$ cat src/rtl/svirq_pkg.sv
// Package: register map, field layout and vectors of the interrupt unit
package svirq_pkg;

  // ----------------------------------------------------------------------
  // Register map (byte addresses on the AXI4-Lite bus)
  // ----------------------------------------------------------------------
  localparam logic [7:0] PRIMARY_IDX   = 8'h0b;
  localparam logic [7:0] SECONDARY_IDX = 8'h1e;
  localparam logic [9:0] PRIMARY_ADDR  = {PRIMARY_IDX, 2'b00};
  localparam logic [9:0] SECONDARY_ADDR = {SECONDARY_IDX, 2'b00};
  // Status of the unit (read only): stack depth and last vector
  localparam logic [9:0] STATUS_ADDR   = 10'h100;

  // ----------------------------------------------------------------------
  // Field positions
  // ----------------------------------------------------------------------
  localparam int MASTER_EN_BIT = 0;
  localparam int EXT0_EN_BIT   = 1;
  localparam int EXT1_EN_BIT   = 2;
  localparam int TIMER_EN_BIT  = 3;
  localparam int EXT0_FLAG_BIT = 4;
  localparam int EXT1_FLAG_BIT = 5;
  localparam int TIMER_FLAG_BIT = 6;
  localparam int TB_EN_BIT     = 0;
  localparam int CONV_EN_BIT   = 1;
  localparam int RTC_EN_BIT    = 2;
  localparam int TB_FLAG_BIT   = 4;
  localparam int CONV_FLAG_BIT = 5;
  localparam int RTC_FLAG_BIT  = 6;

  // ----------------------------------------------------------------------
  // Reset values, stack depth, vectors
  // ----------------------------------------------------------------------
  localparam logic [7:0]  PRIMARY_RESET   = 8'h00;
  localparam logic [7:0]  SECONDARY_RESET = 8'h00;
  localparam int          STACK_DEPTH     = 8;
  localparam logic [11:0] VEC_EXT0  = 12'h004;
  localparam logic [11:0] VEC_EXT1  = 12'h008;
  localparam logic [11:0] VEC_TIMER = 12'h00c;
  localparam logic [11:0] VEC_TB    = 12'h010;
  localparam logic [11:0] VEC_CONV  = 12'h014;
  localparam logic [11:0] VEC_RTC   = 12'h018;

  localparam logic [1:0] RESP_OKAY   = 2'b00;
  localparam logic [1:0] RESP_SLVERR = 2'b10;

endpackage : svirq_pkg

$ cat src/rtl/svirq_unit.sv
// Six-source vectored interrupt unit with AXI4-Lite control registers
//
// Operation
// - Two 8-bit control registers at 0BH, 1EH
// - Acknowledge clears master enable, flags still latch
// - No acknowledge while return stack full
// - Entry pushes only program counter, then branches
// - Pin edges set ext flags, bits 4/5
// - Ext requests call 004H/008H, clear flag, master
// - Timer overflow flag bit 6, vector 00CH
// - Time base flag bit 4, vector 010H
// - Conversion done flag bit 5, vector 014H
// - RTC flag bit 6, vector 018H
// - Interrupt return sets master enable; plain return not
// - Requests serviced at next phase-two pulse
// - Fixed priority, ext0 highest, RTC lowest
// - Flags stay set until serviced or cleared
// - Primary bits: master, ext0, ext1, timer; bit7 zero
// - Secondary bits: tb, conv, rtc enables; bits 3,7 zero
// - Any source wakes the halted device
// - Nested accept once master and source re-enabled
// - Return stack holds eight addresses
`timescale 1ns/1ps
`default_nettype none

module svirq_unit #(
  parameter int STACK_DEPTH = svirq_pkg::STACK_DEPTH
) (
  // Clock and reset
  input  wire logic        clk_i,
  input  wire logic        rstn_i,
  // AXI4-Lite write address, data and response
  input  wire logic [31:0] s_axi_awaddr_i,
  input  wire logic        s_axi_awvalid_i,
  output logic             s_axi_awready_o,
  input  wire logic [31:0] s_axi_wdata_i,
  input  wire logic [3:0]  s_axi_wstrb_i,
  input  wire logic        s_axi_wvalid_i,
  output logic             s_axi_wready_o,
  output logic [1:0]       s_axi_bresp_o,
  output logic             s_axi_bvalid_o,
  input  wire logic        s_axi_bready_i,
  // AXI4-Lite read
  input  wire logic [31:0] s_axi_araddr_i,
  input  wire logic        s_axi_arvalid_i,
  output logic             s_axi_arready_o,
  output logic [31:0]      s_axi_rdata_o,
  output logic [1:0]       s_axi_rresp_o,
  output logic             s_axi_rvalid_o,
  input  wire logic        s_axi_rready_i,
  // Interrupt sources
  input  wire logic        ext_irq_pin_zero_i,
  input  wire logic        ext_irq_pin_one_i,
  input  wire logic [1:0]  ext0_edge_sel_i,
  input  wire logic [1:0]  ext1_edge_sel_i,
  input  wire logic        timer_overflow_i,
  input  wire logic        timebase_timeout_i,
  input  wire logic        conv_done_i,
  input  wire logic        rtc_timeout_i,
  // CPU sequencer
  input  wire logic        machine_phase_two_i,
  input  wire logic        call_push_i,
  input  wire logic        return_i,
  input  wire logic        return_from_irq_instr_i,
  input  wire logic        halted_i,
  // Interrupt entry towards the CPU
  output logic             irq_call_o,
  output logic [11:0]      irq_vector_o,
  output logic             wake_o,
  output logic [3:0]       stack_pointer_o,
  output logic             stack_full_o
);

  // ----------------------------------------------------------------------
  // Functions
  // ----------------------------------------------------------------------
  // Edge detect; sel[0] falling, sel[1] rising
  function automatic logic edge_hit(input logic cur, input logic prev,
                                    input logic [1:0] sel);
    edge_hit = (sel[0] & prev & ~cur) | (sel[1] & ~prev & cur);
  endfunction : edge_hit

  // Byte-lane 0 write merge for a control register
  function automatic logic [7:0] lane0(input logic [7:0] old,
                                       input logic [31:0] d,
                                       input logic [3:0] s);
    lane0 = s[0] ? d[7:0] : old;
  endfunction : lane0

  // ----------------------------------------------------------------------
  // Registers
  // ----------------------------------------------------------------------
  logic [6:0]  prim_reg;
  logic [6:0]  sec_reg;
  logic        pin0_reg;
  logic        pin1_reg;
  logic [3:0]  sp_reg;
  logic        aw_hold_reg;
  logic        w_hold_reg;
  logic [31:0] aw_addr_reg;
  logic [31:0] w_data_reg;
  logic [3:0]  w_strb_reg;

  logic [5:0]  req;
  logic [5:0]  grant;
  logic        stk_full;
  logic        ack;
  logic        wr_fire;
  logic        wr_prim;
  logic        wr_sec;
  logic [7:0]  wr_prim_val;
  logic [7:0]  wr_sec_val;
  logic [5:0]  set_ev;

  // ----------------------------------------------------------------------
  // Request resolution
  // ----------------------------------------------------------------------
  // eight-level stack
  assign stk_full = (sp_reg == 4'(STACK_DEPTH));

  always_comb begin
    req[0] = prim_reg[svirq_pkg::EXT0_FLAG_BIT] &
             prim_reg[svirq_pkg::EXT0_EN_BIT];
    req[1] = prim_reg[svirq_pkg::EXT1_FLAG_BIT] &
             prim_reg[svirq_pkg::EXT1_EN_BIT];
    req[2] = prim_reg[svirq_pkg::TIMER_FLAG_BIT] &
             prim_reg[svirq_pkg::TIMER_EN_BIT];
    req[3] = sec_reg[svirq_pkg::TB_FLAG_BIT] & sec_reg[svirq_pkg::TB_EN_BIT];
    req[4] = sec_reg[svirq_pkg::CONV_FLAG_BIT] &
             sec_reg[svirq_pkg::CONV_EN_BIT];
    req[5] = sec_reg[svirq_pkg::RTC_FLAG_BIT] & sec_reg[svirq_pkg::RTC_EN_BIT];
  end

  assign grant = req & (~req + 6'h01);

  // taken on phase two only, master set, stack room
  assign ack = machine_phase_two_i & prim_reg[svirq_pkg::MASTER_EN_BIT] &
               ~stk_full & (|req);

  assign set_ev = {rtc_timeout_i, conv_done_i, timebase_timeout_i,
                   timer_overflow_i,
                   edge_hit(ext_irq_pin_one_i, pin1_reg, ext1_edge_sel_i),
                   edge_hit(ext_irq_pin_zero_i, pin0_reg, ext0_edge_sel_i)};

  // ----------------------------------------------------------------------
  // Bus write decode
  // ----------------------------------------------------------------------
  logic aw_now;
  logic w_now;
  logic [31:0] aw_addr_eff;
  logic [31:0] w_data_eff;
  logic [3:0]  w_strb_eff;

  // A live item counts only once its own ready has taken it
  assign aw_now = aw_hold_reg | (s_axi_awvalid_i & s_axi_awready_o);
  assign w_now  = w_hold_reg | (s_axi_wvalid_i & s_axi_wready_o);
  assign aw_addr_eff = aw_hold_reg ? aw_addr_reg : s_axi_awaddr_i;
  assign w_data_eff  = w_hold_reg ? w_data_reg : s_axi_wdata_i;
  assign w_strb_eff  = w_hold_reg ? w_strb_reg : s_axi_wstrb_i;
  assign wr_fire = aw_now & w_now & ~s_axi_bvalid_o;
  assign wr_prim = wr_fire & (aw_addr_eff[9:0] == svirq_pkg::PRIMARY_ADDR);
  assign wr_sec  = wr_fire & (aw_addr_eff[9:0] == svirq_pkg::SECONDARY_ADDR);
  assign wr_prim_val = lane0({1'b0, prim_reg}, w_data_eff, w_strb_eff);
  assign wr_sec_val  = lane0({1'b0, sec_reg}, w_data_eff, w_strb_eff);

  // Hold address or data that arrives before its partner
  always_ff @(posedge clk_i or negedge rstn_i) begin
    if (!rstn_i) begin
      aw_hold_reg <= 1'b0;
      w_hold_reg  <= 1'b0;
      aw_addr_reg <= 32'h0000_0000;
      w_data_reg  <= 32'h0000_0000;
      w_strb_reg  <= 4'h0;
    end else if (wr_fire) begin
      aw_hold_reg <= 1'b0;
      w_hold_reg  <= 1'b0;
    end else begin
      if (s_axi_awvalid_i && s_axi_awready_o) begin
        aw_hold_reg <= 1'b1;
        aw_addr_reg <= s_axi_awaddr_i;
      end
      if (s_axi_wvalid_i && s_axi_wready_o) begin
        w_hold_reg <= 1'b1;
        w_data_reg <= s_axi_wdata_i;
        w_strb_reg <= s_axi_wstrb_i;
      end
    end
  end

  // Ready is a registered level: high while nothing is held or answered
  always_ff @(posedge clk_i or negedge rstn_i) begin
    if (!rstn_i) begin
      s_axi_awready_o <= 1'b0;
      s_axi_wready_o  <= 1'b0;
    end else begin
      s_axi_awready_o <= ~(aw_now & ~wr_fire) & ~wr_fire &
                         ~(s_axi_bvalid_o & ~s_axi_bready_i);
      s_axi_wready_o  <= ~(w_now & ~wr_fire) & ~wr_fire &
                         ~(s_axi_bvalid_o & ~s_axi_bready_i);
    end
  end

  always_ff @(posedge clk_i or negedge rstn_i) begin
    if (!rstn_i) begin
      s_axi_bvalid_o <= 1'b0;
      s_axi_bresp_o  <= svirq_pkg::RESP_OKAY;
    end else if (wr_fire) begin
      s_axi_bvalid_o <= 1'b1;
      s_axi_bresp_o  <= (wr_prim | wr_sec) ? svirq_pkg::RESP_OKAY
                                           : svirq_pkg::RESP_SLVERR;
    end else if (s_axi_bready_i) begin
      s_axi_bvalid_o <= 1'b0;
    end
  end

  // ----------------------------------------------------------------------
  // Control registers
  // ----------------------------------------------------------------------
  always_ff @(posedge clk_i or negedge rstn_i) begin
    if (!rstn_i) begin
      pin0_reg <= 1'b0;
      pin1_reg <= 1'b0;
    end else begin
      pin0_reg <= ext_irq_pin_zero_i;
      pin1_reg <= ext_irq_pin_one_i;
    end
  end

  always_ff @(posedge clk_i or negedge rstn_i) begin
    if (!rstn_i) begin
      prim_reg <= svirq_pkg::PRIMARY_RESET[6:0];
    end else begin
      logic [6:0] nxt;
      nxt = wr_prim ? wr_prim_val[6:0] : prim_reg;
      if (ack) begin
        nxt[svirq_pkg::MASTER_EN_BIT] = 1'b0;
      end
      if (return_from_irq_instr_i) begin
        nxt[svirq_pkg::MASTER_EN_BIT] = 1'b1;
      end
      if (ack && grant[0]) begin
        nxt[svirq_pkg::EXT0_FLAG_BIT] = 1'b0;
      end
      if (ack && grant[1]) begin
        nxt[svirq_pkg::EXT1_FLAG_BIT] = 1'b0;
      end
      if (ack && grant[2]) begin
        nxt[svirq_pkg::TIMER_FLAG_BIT] = 1'b0;
      end
      if (set_ev[0]) begin
        nxt[svirq_pkg::EXT0_FLAG_BIT] = 1'b1;
      end
      if (set_ev[1]) begin
        nxt[svirq_pkg::EXT1_FLAG_BIT] = 1'b1;
      end
      if (set_ev[2]) begin
        nxt[svirq_pkg::TIMER_FLAG_BIT] = 1'b1;
      end
      prim_reg <= nxt;
    end
  end

  always_ff @(posedge clk_i or negedge rstn_i) begin
    if (!rstn_i) begin
      sec_reg <= svirq_pkg::SECONDARY_RESET[6:0];
    end else begin
      logic [6:0] nxt;
      nxt = wr_sec ? wr_sec_val[6:0] : sec_reg;
      nxt[3] = 1'b0;
      if (ack && grant[3]) begin
        nxt[svirq_pkg::TB_FLAG_BIT] = 1'b0;
      end
      if (ack && grant[4]) begin
        nxt[svirq_pkg::CONV_FLAG_BIT] = 1'b0;
      end
      if (ack && grant[5]) begin
        nxt[svirq_pkg::RTC_FLAG_BIT] = 1'b0;
      end
      if (set_ev[3]) begin
        nxt[svirq_pkg::TB_FLAG_BIT] = 1'b1;
      end
      if (set_ev[4]) begin
        nxt[svirq_pkg::CONV_FLAG_BIT] = 1'b1;
      end
      if (set_ev[5]) begin
        nxt[svirq_pkg::RTC_FLAG_BIT] = 1'b1;
      end
      sec_reg <= nxt;
    end
  end

  // ----------------------------------------------------------------------
  // Return stack depth tracking
  // ----------------------------------------------------------------------
  // only the PC is pushed; a full-stack call overwrites, depth holds
  always_ff @(posedge clk_i or negedge rstn_i) begin
    if (!rstn_i) begin
      sp_reg <= 4'h0;
    end else begin
      logic push;
      logic pop;
      push = ack | call_push_i;
      pop  = (return_i | return_from_irq_instr_i) & (sp_reg != 4'h0);
      if (push && !pop && !stk_full) begin
        sp_reg <= sp_reg + 4'h1;
      end else if (pop && !push) begin
        sp_reg <= sp_reg - 4'h1;
      end
    end
  end

  // ----------------------------------------------------------------------
  // Entry outputs
  // ----------------------------------------------------------------------
  // vector of the granted source
  always_ff @(posedge clk_i or negedge rstn_i) begin
    if (!rstn_i) begin
      irq_call_o   <= 1'b0;
      irq_vector_o <= 12'h000;
    end else begin
      irq_call_o <= ack;
      if (ack) begin
        unique case (1'b1)
          grant[0]: irq_vector_o <= svirq_pkg::VEC_EXT0;
          grant[1]: irq_vector_o <= svirq_pkg::VEC_EXT1;
          grant[2]: irq_vector_o <= svirq_pkg::VEC_TIMER;
          grant[3]: irq_vector_o <= svirq_pkg::VEC_TB;
          grant[4]: irq_vector_o <= svirq_pkg::VEC_CONV;
          default:  irq_vector_o <= svirq_pkg::VEC_RTC;
        endcase
      end
    end
  end

  // a newly set flag wakes a halted core
  always_ff @(posedge clk_i or negedge rstn_i) begin
    if (!rstn_i) begin
      wake_o          <= 1'b0;
      stack_pointer_o <= 4'h0;
      stack_full_o    <= 1'b0;
    end else begin
      wake_o          <= halted_i & (|set_ev);
      stack_pointer_o <= sp_reg;
      stack_full_o    <= stk_full;
    end
  end

  // ----------------------------------------------------------------------
  // Bus read
  // ----------------------------------------------------------------------
  always_ff @(posedge clk_i or negedge rstn_i) begin
    if (!rstn_i) begin
      s_axi_arready_o <= 1'b0;
      s_axi_rvalid_o  <= 1'b0;
      s_axi_rdata_o   <= 32'h0000_0000;
      s_axi_rresp_o   <= svirq_pkg::RESP_OKAY;
    end else if (s_axi_arvalid_i && s_axi_arready_o) begin
      s_axi_arready_o <= 1'b0;
      s_axi_rvalid_o  <= 1'b1;
      s_axi_rresp_o   <= svirq_pkg::RESP_OKAY;
      unique case (s_axi_araddr_i[9:0])
        svirq_pkg::PRIMARY_ADDR:   s_axi_rdata_o <= {25'h0, prim_reg};
        svirq_pkg::SECONDARY_ADDR: s_axi_rdata_o <= {25'h0, sec_reg};
        svirq_pkg::STATUS_ADDR:
          s_axi_rdata_o <= {15'h0, stk_full, irq_vector_o, sp_reg};
        default: begin
          s_axi_rdata_o <= 32'h0000_0000;
          s_axi_rresp_o <= svirq_pkg::RESP_SLVERR;
        end
      endcase
    end else if (s_axi_rvalid_o) begin
      if (s_axi_rready_i) begin
        s_axi_rvalid_o  <= 1'b0;
        s_axi_arready_o <= 1'b1;
      end
    end else begin
      s_axi_arready_o <= 1'b1;
    end
  end

endmodule : svirq_unit

`default_nettype wire

$ cat config.mk
export PLATFORM = sky130hd
export DESIGN_NAME = svirq_unit
export DESIGN_NICKNAME = d
export VERILOG_FILES = /design/src/rtl/svirq_pkg.sv /design/src/rtl/svirq_unit.sv
export SDC_FILE = /design/constraint.sdc
export NUM_CORES = 1
export LEC_CHECK = 0
export CORE_UTILIZATION = 65
export CTS_BUF_LIST = sky130_fd_sc_hd__clkbuf_8
export DETAILED_ROUTE_END_ITERATION = 7
export DONT_BUFFER_PORTS = 1
export GPL_ROUTABILITY_DRIVEN = 0
export HOLD_SLACK_MARGIN = 0.08
export MAX_ROUTING_LAYER = met4
export PLACE_DENSITY = 0.79
export RECOVER_POWER = 100
export SLEW_MARGIN = 25
export SYNTH_ARGS = -nofsm -noshare
export SYNTH_HDL_FRONTEND = slang
export SYNTH_SLANG_ARGS = --single-unit
$ cat constraint.sdc
create_clock -name clk_i -period 5.8 [get_ports clk_i]
set_clock_uncertainty 0.2 [all_clocks]
set_input_delay 0.58 -clock clk_i [delete_from_list [all_inputs] [get_ports clk_i]]
set_output_delay 0.58 -clock clk_i [all_outputs]
set_load 0.01 [all_outputs]
* Word-level counts from Yosys, hierarchy flattened
Cells that the tools add are included.
W data, S select, Z words.
** Operators by class
- Add/subtract/negate cells :: 3
- Equal/unequal tests :: 7
- Multiplexer cells :: 39
- Bitwise logic cells :: 52
- Reduce and logical (&&, ||, !) cells :: 48
** Operators with widths (count)
- $pmux W17 S3 :: 1
- $reduce_bool A3 Y1 :: 14
- $mux W7 :: 5
- $and A1 B1 Y1 :: 32
- $mux W1 :: 27
- $pmux W5 S5 :: 1
- $reduce_and A2 Y1 :: 11
- $eq A10 B6 Y1 const B :: 2
- $eq A10 B7 Y1 const B :: 2
- $logic_and A1 B1 Y1 :: 12
- $reduce_or A6 Y1 :: 2
- $not A1 Y1 :: 11
- $eq A10 B9 Y1 const B :: 1
- $mux W10 :: 1
- $mux W4 :: 2
- $reduce_bool A2 Y1 :: 4
- $or A1 B1 Y1 :: 7
- $add A6 B1 Y6 const B :: 1
- $and A6 B6 Y6 :: 1
- $not A6 Y6 :: 1
- $add A4 B1 Y4 const B :: 1
- $eq A4 B4 Y1 const B :: 1
- $mux W2 :: 2
- $reduce_bool A4 Y1 :: 1
- 4 further kinds :: 6
** Word-level totals
- Flip-flop bits (word level) :: 99
- Bits of input ports :: 122
- Output and inout bits :: 60
- Word-level logic and storage cells :: 179

* Depth between registers and ports, before layout
- Depth in word-level cells :: 9
- Gate-level depth with buffers :: 11
- Mapped depth without buffers :: 10

* Worst setup path after synthesis
No wires, ideal clock.
- Kind :: flip-flop to flip-flop
- Start :: reg prim_reg[1]
- End :: reg sp_reg[3]
- Setup time :: 0.139 ns
- Data arrival time :: 2.568 ns
- Data required time :: 5.461 ns
- Slack :: 2.892 ns
- Stages on the path, launching flop included :: 11
- Buffers on the path :: 0
- Clock period less this slack :: 2.908 ns
- Cells stage by stage :: dfrtp_1 > a222oi_1 > and3_4 > o21ai_4 > o21ai_0 > ha_1 > a21o_1 > a21o_1 > nand4_1 > a21boi_0 > o221ai_1
** Between the ends
- Cells in the longest elaborated chain, start to end :: 7
- Elaborated cells between the ends (all ways) :: 10
- Classes of those cells :: mux: 1; bitwise: 3; reduce/logical: 6
** RTL lines
- start: declaration :: line svirq_unit.sv:93 : logic [6:0] prim_reg;
- start signal: assignment :: line svirq_unit.sv:231 : prim_reg <= svirq_pkg::PRIMARY_RESET[6:0];
- start signal: assignment :: line svirq_unit.sv:259 : prim_reg <= nxt;
- $and A1 B1 Y1 * :: line svirq_unit.sv:122 : req[0] = prim_reg[svirq_pkg::EXT0_FLAG_BIT] &
- $reduce_or A6 Y1 * :: line svirq_unit.sv:138 : ~stk_full & (|req);
- $and A1 B1 Y1 * :: line svirq_unit.sv:138
- $or A1 B1 Y1 * :: line svirq_unit.sv:302 : push = ack | call_push_i;
- $logic_and A1 B1 Y1 or $logic_not A1 Y1 (tied branches) :: line svirq_unit.sv:304, svirq_unit.sv:306
- $logic_and A1 B1 Y1, on equally long branches :: line svirq_unit.sv:304, svirq_unit.sv:306
- $mux W4 or $reduce_bool A2 Y1 (tied branches)
- end signal: assignment :: line svirq_unit.sv:305 : sp_reg <= sp_reg + 4'h1;
- end signal: assignment :: line svirq_unit.sv:307 : sp_reg <= sp_reg - 4'h1;
- end: declaration :: line svirq_unit.sv:97 : logic [3:0] sp_reg;
Every way passes the cells marked *; elsewhere a longest branch is shown, timed or not.
A chain may end at the register's enable or synchronous reset.

* Worst setup path in the final report
- Start :: reg sp_reg[0]
- End :: reg sp_reg[3]
** Between the ends
- Cells in the longest elaborated chain, start to end :: 8
- Elaborated cells between the ends (all ways) :: 18
- Classes of those cells :: add/sub: 2; eq/ne: 1; mux: 2; bitwise: 5; reduce/logical: 8
** RTL lines
- $eq A4 B4 Y1 * :: line svirq_unit.sv:119 : assign stk_full = (sp_reg == 4'(STACK_DEPTH));
- named net stk_full :: line svirq_unit.sv:106 : logic stk_full;
- $not A1 Y1 :: line svirq_unit.sv:138
- $and A1 B1 Y1 :: line svirq_unit.sv:137 : assign ack = machine_phase_two_i & prim_reg[svirq_pkg::MASTER_EN_BIT] &
- $and A1 B1 Y1 :: line svirq_unit.sv:138
- $or A1 B1 Y1 :: line svirq_unit.sv:302
- $logic_and A1 B1 Y1 or $logic_not A1 Y1 (tied branches) :: line svirq_unit.sv:304, svirq_unit.sv:306
- $logic_and A1 B1 Y1, on equally long branches :: line svirq_unit.sv:304, svirq_unit.sv:306
- $mux W4 or $reduce_bool A2 Y1 (tied branches)
The timed path passes the listed nets; every way through them passes the cells marked *. The select of a mux whose other input is x is not followed.

==> flow_summary.toml <==
[sta]
worstMarginPinSlew_ns = 0.9753
timing.final.crit_period_ns = 4.061
max_clock_freq_ghz = 0.2462
setup-tns-final_ns = 0
final_period_util_pct = 70.02
setup_violations = 0
final_max_slew_viol_count = 0
worst_slew_margin_rel_pct = 34.98
finalHoldViolCount = 0
setup_repair_after_global_routing_missed_its_margin = "no"

[yosys]
synth-compound-area-share_pct = 15.33
primary_ff_master_synth = "dfrtp_1"
async_flop_share_pct = 100.0
post-synth-top-area-cell = "dfrtp_1"
synth-xor-area-share_pct = 0.2555
yosys-top-cells-area = "dfrtp_1, mux2_2, buf_4"
synthMuxAreaShare_pct = 10.80
synth_edf_count = 0
yosysUniqueCellTypes = 55
synth_largest_type_area_fraction_pct = 48.18
simple_gate_share_of_the_synthesized_area_pct = 15.04
synth_adder_area_share_pct = 1.314
synth_top_family_by_area = "compound AO/OA/AOI/OAI gates"
yosys_register_bits = 66
yosys_warnings = 0
syn_area_per_cell_sq_um = 10.75
synth_area_sq_um = 3428
postSynthCellCount = 319
seq_total_area_yosys_pct = 48.18

[worst_setup_path]
slowest_delay_ns = 0.82
cell_family_contributing_the_most_delay_on_the_critical_path = "simple AND/OR/NAND/NOR gates"
worst_ep_arrival_time_ns = 4.06
cp_num_buf_inv = 0
worstPathCellList = "nor4b_1 > or2_0 > o21ai_0 > o21ai_0 > ha_1 > a21o_1 > a21o_1 > nand4_1 > a21boi_0 > o221ai_1"
timing.critical_path.to_type = "flip-flop"
worstSetupStartpointType = "flip-flop"
worstSetupPathType = "flip-flop to flip-flop"
worstPathRequired_ns = 5.80
cp_max_fo = 10
timing.critical_path.slowest_stage_cell = "nor4b_1"

[global_routing]
globalRouteTotalUtil_pct = 26.87
grt_pass1_wl_mm = 10.43
overflow_left_after_global_routing = 0
grt_start_max_net_pins = 67
antenna_violations_before_repair = 0
first_global_vias = 2144

[routing]
drcViolationCount = 0
routedWlPerCell_um = 17.13
routed-wl-met3_um = 543
top_layer_used = "met4"
wl_met1_mm = 2.908
route.final.wire_length_mm = 6.871
routed-via-count = 2420
drt_iter0_markers = 195
route.antenna.remaining_nets = 0
via_per_inst = 6.035
met2WireLength_mm = 3.371
dr.pass1.iters = 7

[die]
ioPinCount = 182
start_util_pct = 67.12
die_height_um = 74.63
num_rows = 26
die_w_um = 74.63
dieArea_sq_um = 5569
coreArea_sq_um = 5107

[placement]
hpwlAfterDp_mm = 4.861
placement.io_buffers = 0
post_dp_cell_area_sq_um = 3362

[outcome]
status = "finished clean"

[pwr]
power_leakage_nw = 1.650
power_density_nw_per_um2 = 438.1
ir_worst_vdd_uv = 332.8

[worst_hold_path]
min-delay-path-class = "input port to flip-flop"

[finish]
final_design_area_no_fill_sq_um = 3636
n_fill_cell = 394
layout-drive-gt1-share_pct = 14.80
nets = 451
number_of_antenna_repair_diodes = 0
area.growth.synth_to_final_pct = 6.058

[clock_tree]
cts_tree = "built"
cts-buffers-inserted = 9
postCtsSetupRepairBufs = 0
cts.reportedPaths.clkPinSlew_ns = 0.07
htree_levels = 3
ctsLongestPathBuffers = 2
clk_latency_ns = 0.34
cts.root.buffer_cell = "clkbuf_8"
cts_num_sinks = 66

[flow_run]
maxCapViolCount = 0
-- path summary, 6_finish.rpt --
check                                           from  depth (start not counted)  slack [ns]                            to
setup / recovery               sp_reg[0]$_DFFE_PN0P_                         10        1.74         sp_reg[3]$_DFFE_PN0P_
hold / removal                       s_axi_arvalid_i                          1        0.14   s_axi_arready_o$_DFFE_PN0P_
setup reg to reg               sp_reg[0]$_DFFE_PN0P_                         10        1.74         sp_reg[3]$_DFFE_PN0P_
hold reg to reg            w_data_reg[6]$_DFFE_PN0P_                          1        0.30     w_data_reg[6]$_DFFE_PN0P_
max in group asynchronous                     rstn_i                          2        4.54       prim_reg[6]$_DFFE_PN0P_
min in group asynchronous                     rstn_i                          2        0.58  s_axi_rdata_o[0]$_DFFE_PN0P_
-- layout by cell type (no fill, tap or decap), types with 3 or more instances in the layout --
master	count
a222oi_1	5
conb_1	33
a22oi_1	4
and4b_1	3
o221ai_1	3
o21ai_0	21
nand2_1	37
clkbuf_8	11
nor4b_1	4
or2_2	4
nand4_1	3
mux2_2	24
nand3_1	10
nor2_1	15
inv_1	8
bufinv_16	3
a21oi_1	3
dfrtp_1	66
o211ai_1	4
o21bai_1	6
dlygate4sd3_1	3
a21o_1	4
nor3_1	6
mux2i_1	10
-- what timing repair did --
action	CTS	global route
endpoints found under the hold margin	68	0
setup endpoints to repair	0	0
hold buffers	4	0
gates resized for setup	0	0
-- cells by family after synthesis --
kind of cell | count (synthesis)
and+or+nand+nor | 99
xor gates and xnor gates | 1
AOI/OAI and AO/OA | 67
other | 1
muxes | 34
buffers and inverters | 48
adders and majority gates | 3
DFF | 66
-- metrics by stage --
stage / total power [W] / cells / setup slack, ns / util, % / hold WS, ns
6_report: 0.001593 / 401 / 1.739 / 71.19 / 0.1398
3_5_place_dp: 0.001120 / 381 / 2.433 / 65.83 / 0.08557
3_3_place_gp: 0.001099 / 381 / 2.524 / 65.83 / 0.08557
5_1_grt: 0.001691 / 401 / 1.465 / 71.19 / 0.1363
2_1_floorplan: 0.001047 / 351 / 2.892 / - / 0.08441
4_1_cts: 0.001613 / 401 / 2.415 / 71.90 / 0.1282
-- cells in the mapped netlist (all sizes together), types with 5 or more instances --
master	n
a222oi	5
buf	36
clkbuf	5
dfrtp	66
inv	7
mux2	24
mux2i	10
nand2	37
nand3	10
nor2	15
nor3	6
o211ai	5
o21ai	21
o21bai	6
or2	5
-- metal layers --
| metal | GRT usage [%] | vias up |
|---|---|---|
| li1 | - | 1114 |
| met1 | 34.80 | 1192 |
| met2 | 39.94 | 110 |
| met3 | 7.229 | 4 |
| met4 | 11.74 | 0 |
| met5 | - | - |
-- final cells by class --
class / instances / area (sq um) / share of cell area [%]
Clock inverter: 5 / 101.3 / 2.787
Clock buffer: 11 / 151.4 / 4.164
Inverter: 7 / 26.28 / 0.7226
Timing Repair Buffer: 5 / 61.31 / 1.686
Tap cell: 70 / 87.58 / 2.409
Sequential cell: 66 / 1652 / 45.42
Multi-Input combinational cell: 237 / 1556 / 42.81
-- where the power goes --
| group | leakage, nW | switching, W | internal [W] |
|---|---|---|---|
| Combinational | 0.725 | 0.000192 | 0.000197 |
| Sequential | 0.798 | 0.000142 | 0.000585 |
| Clock | 0.127 | 0.000171 | 0.000308 |
Power figures use the tool's default switching activity.
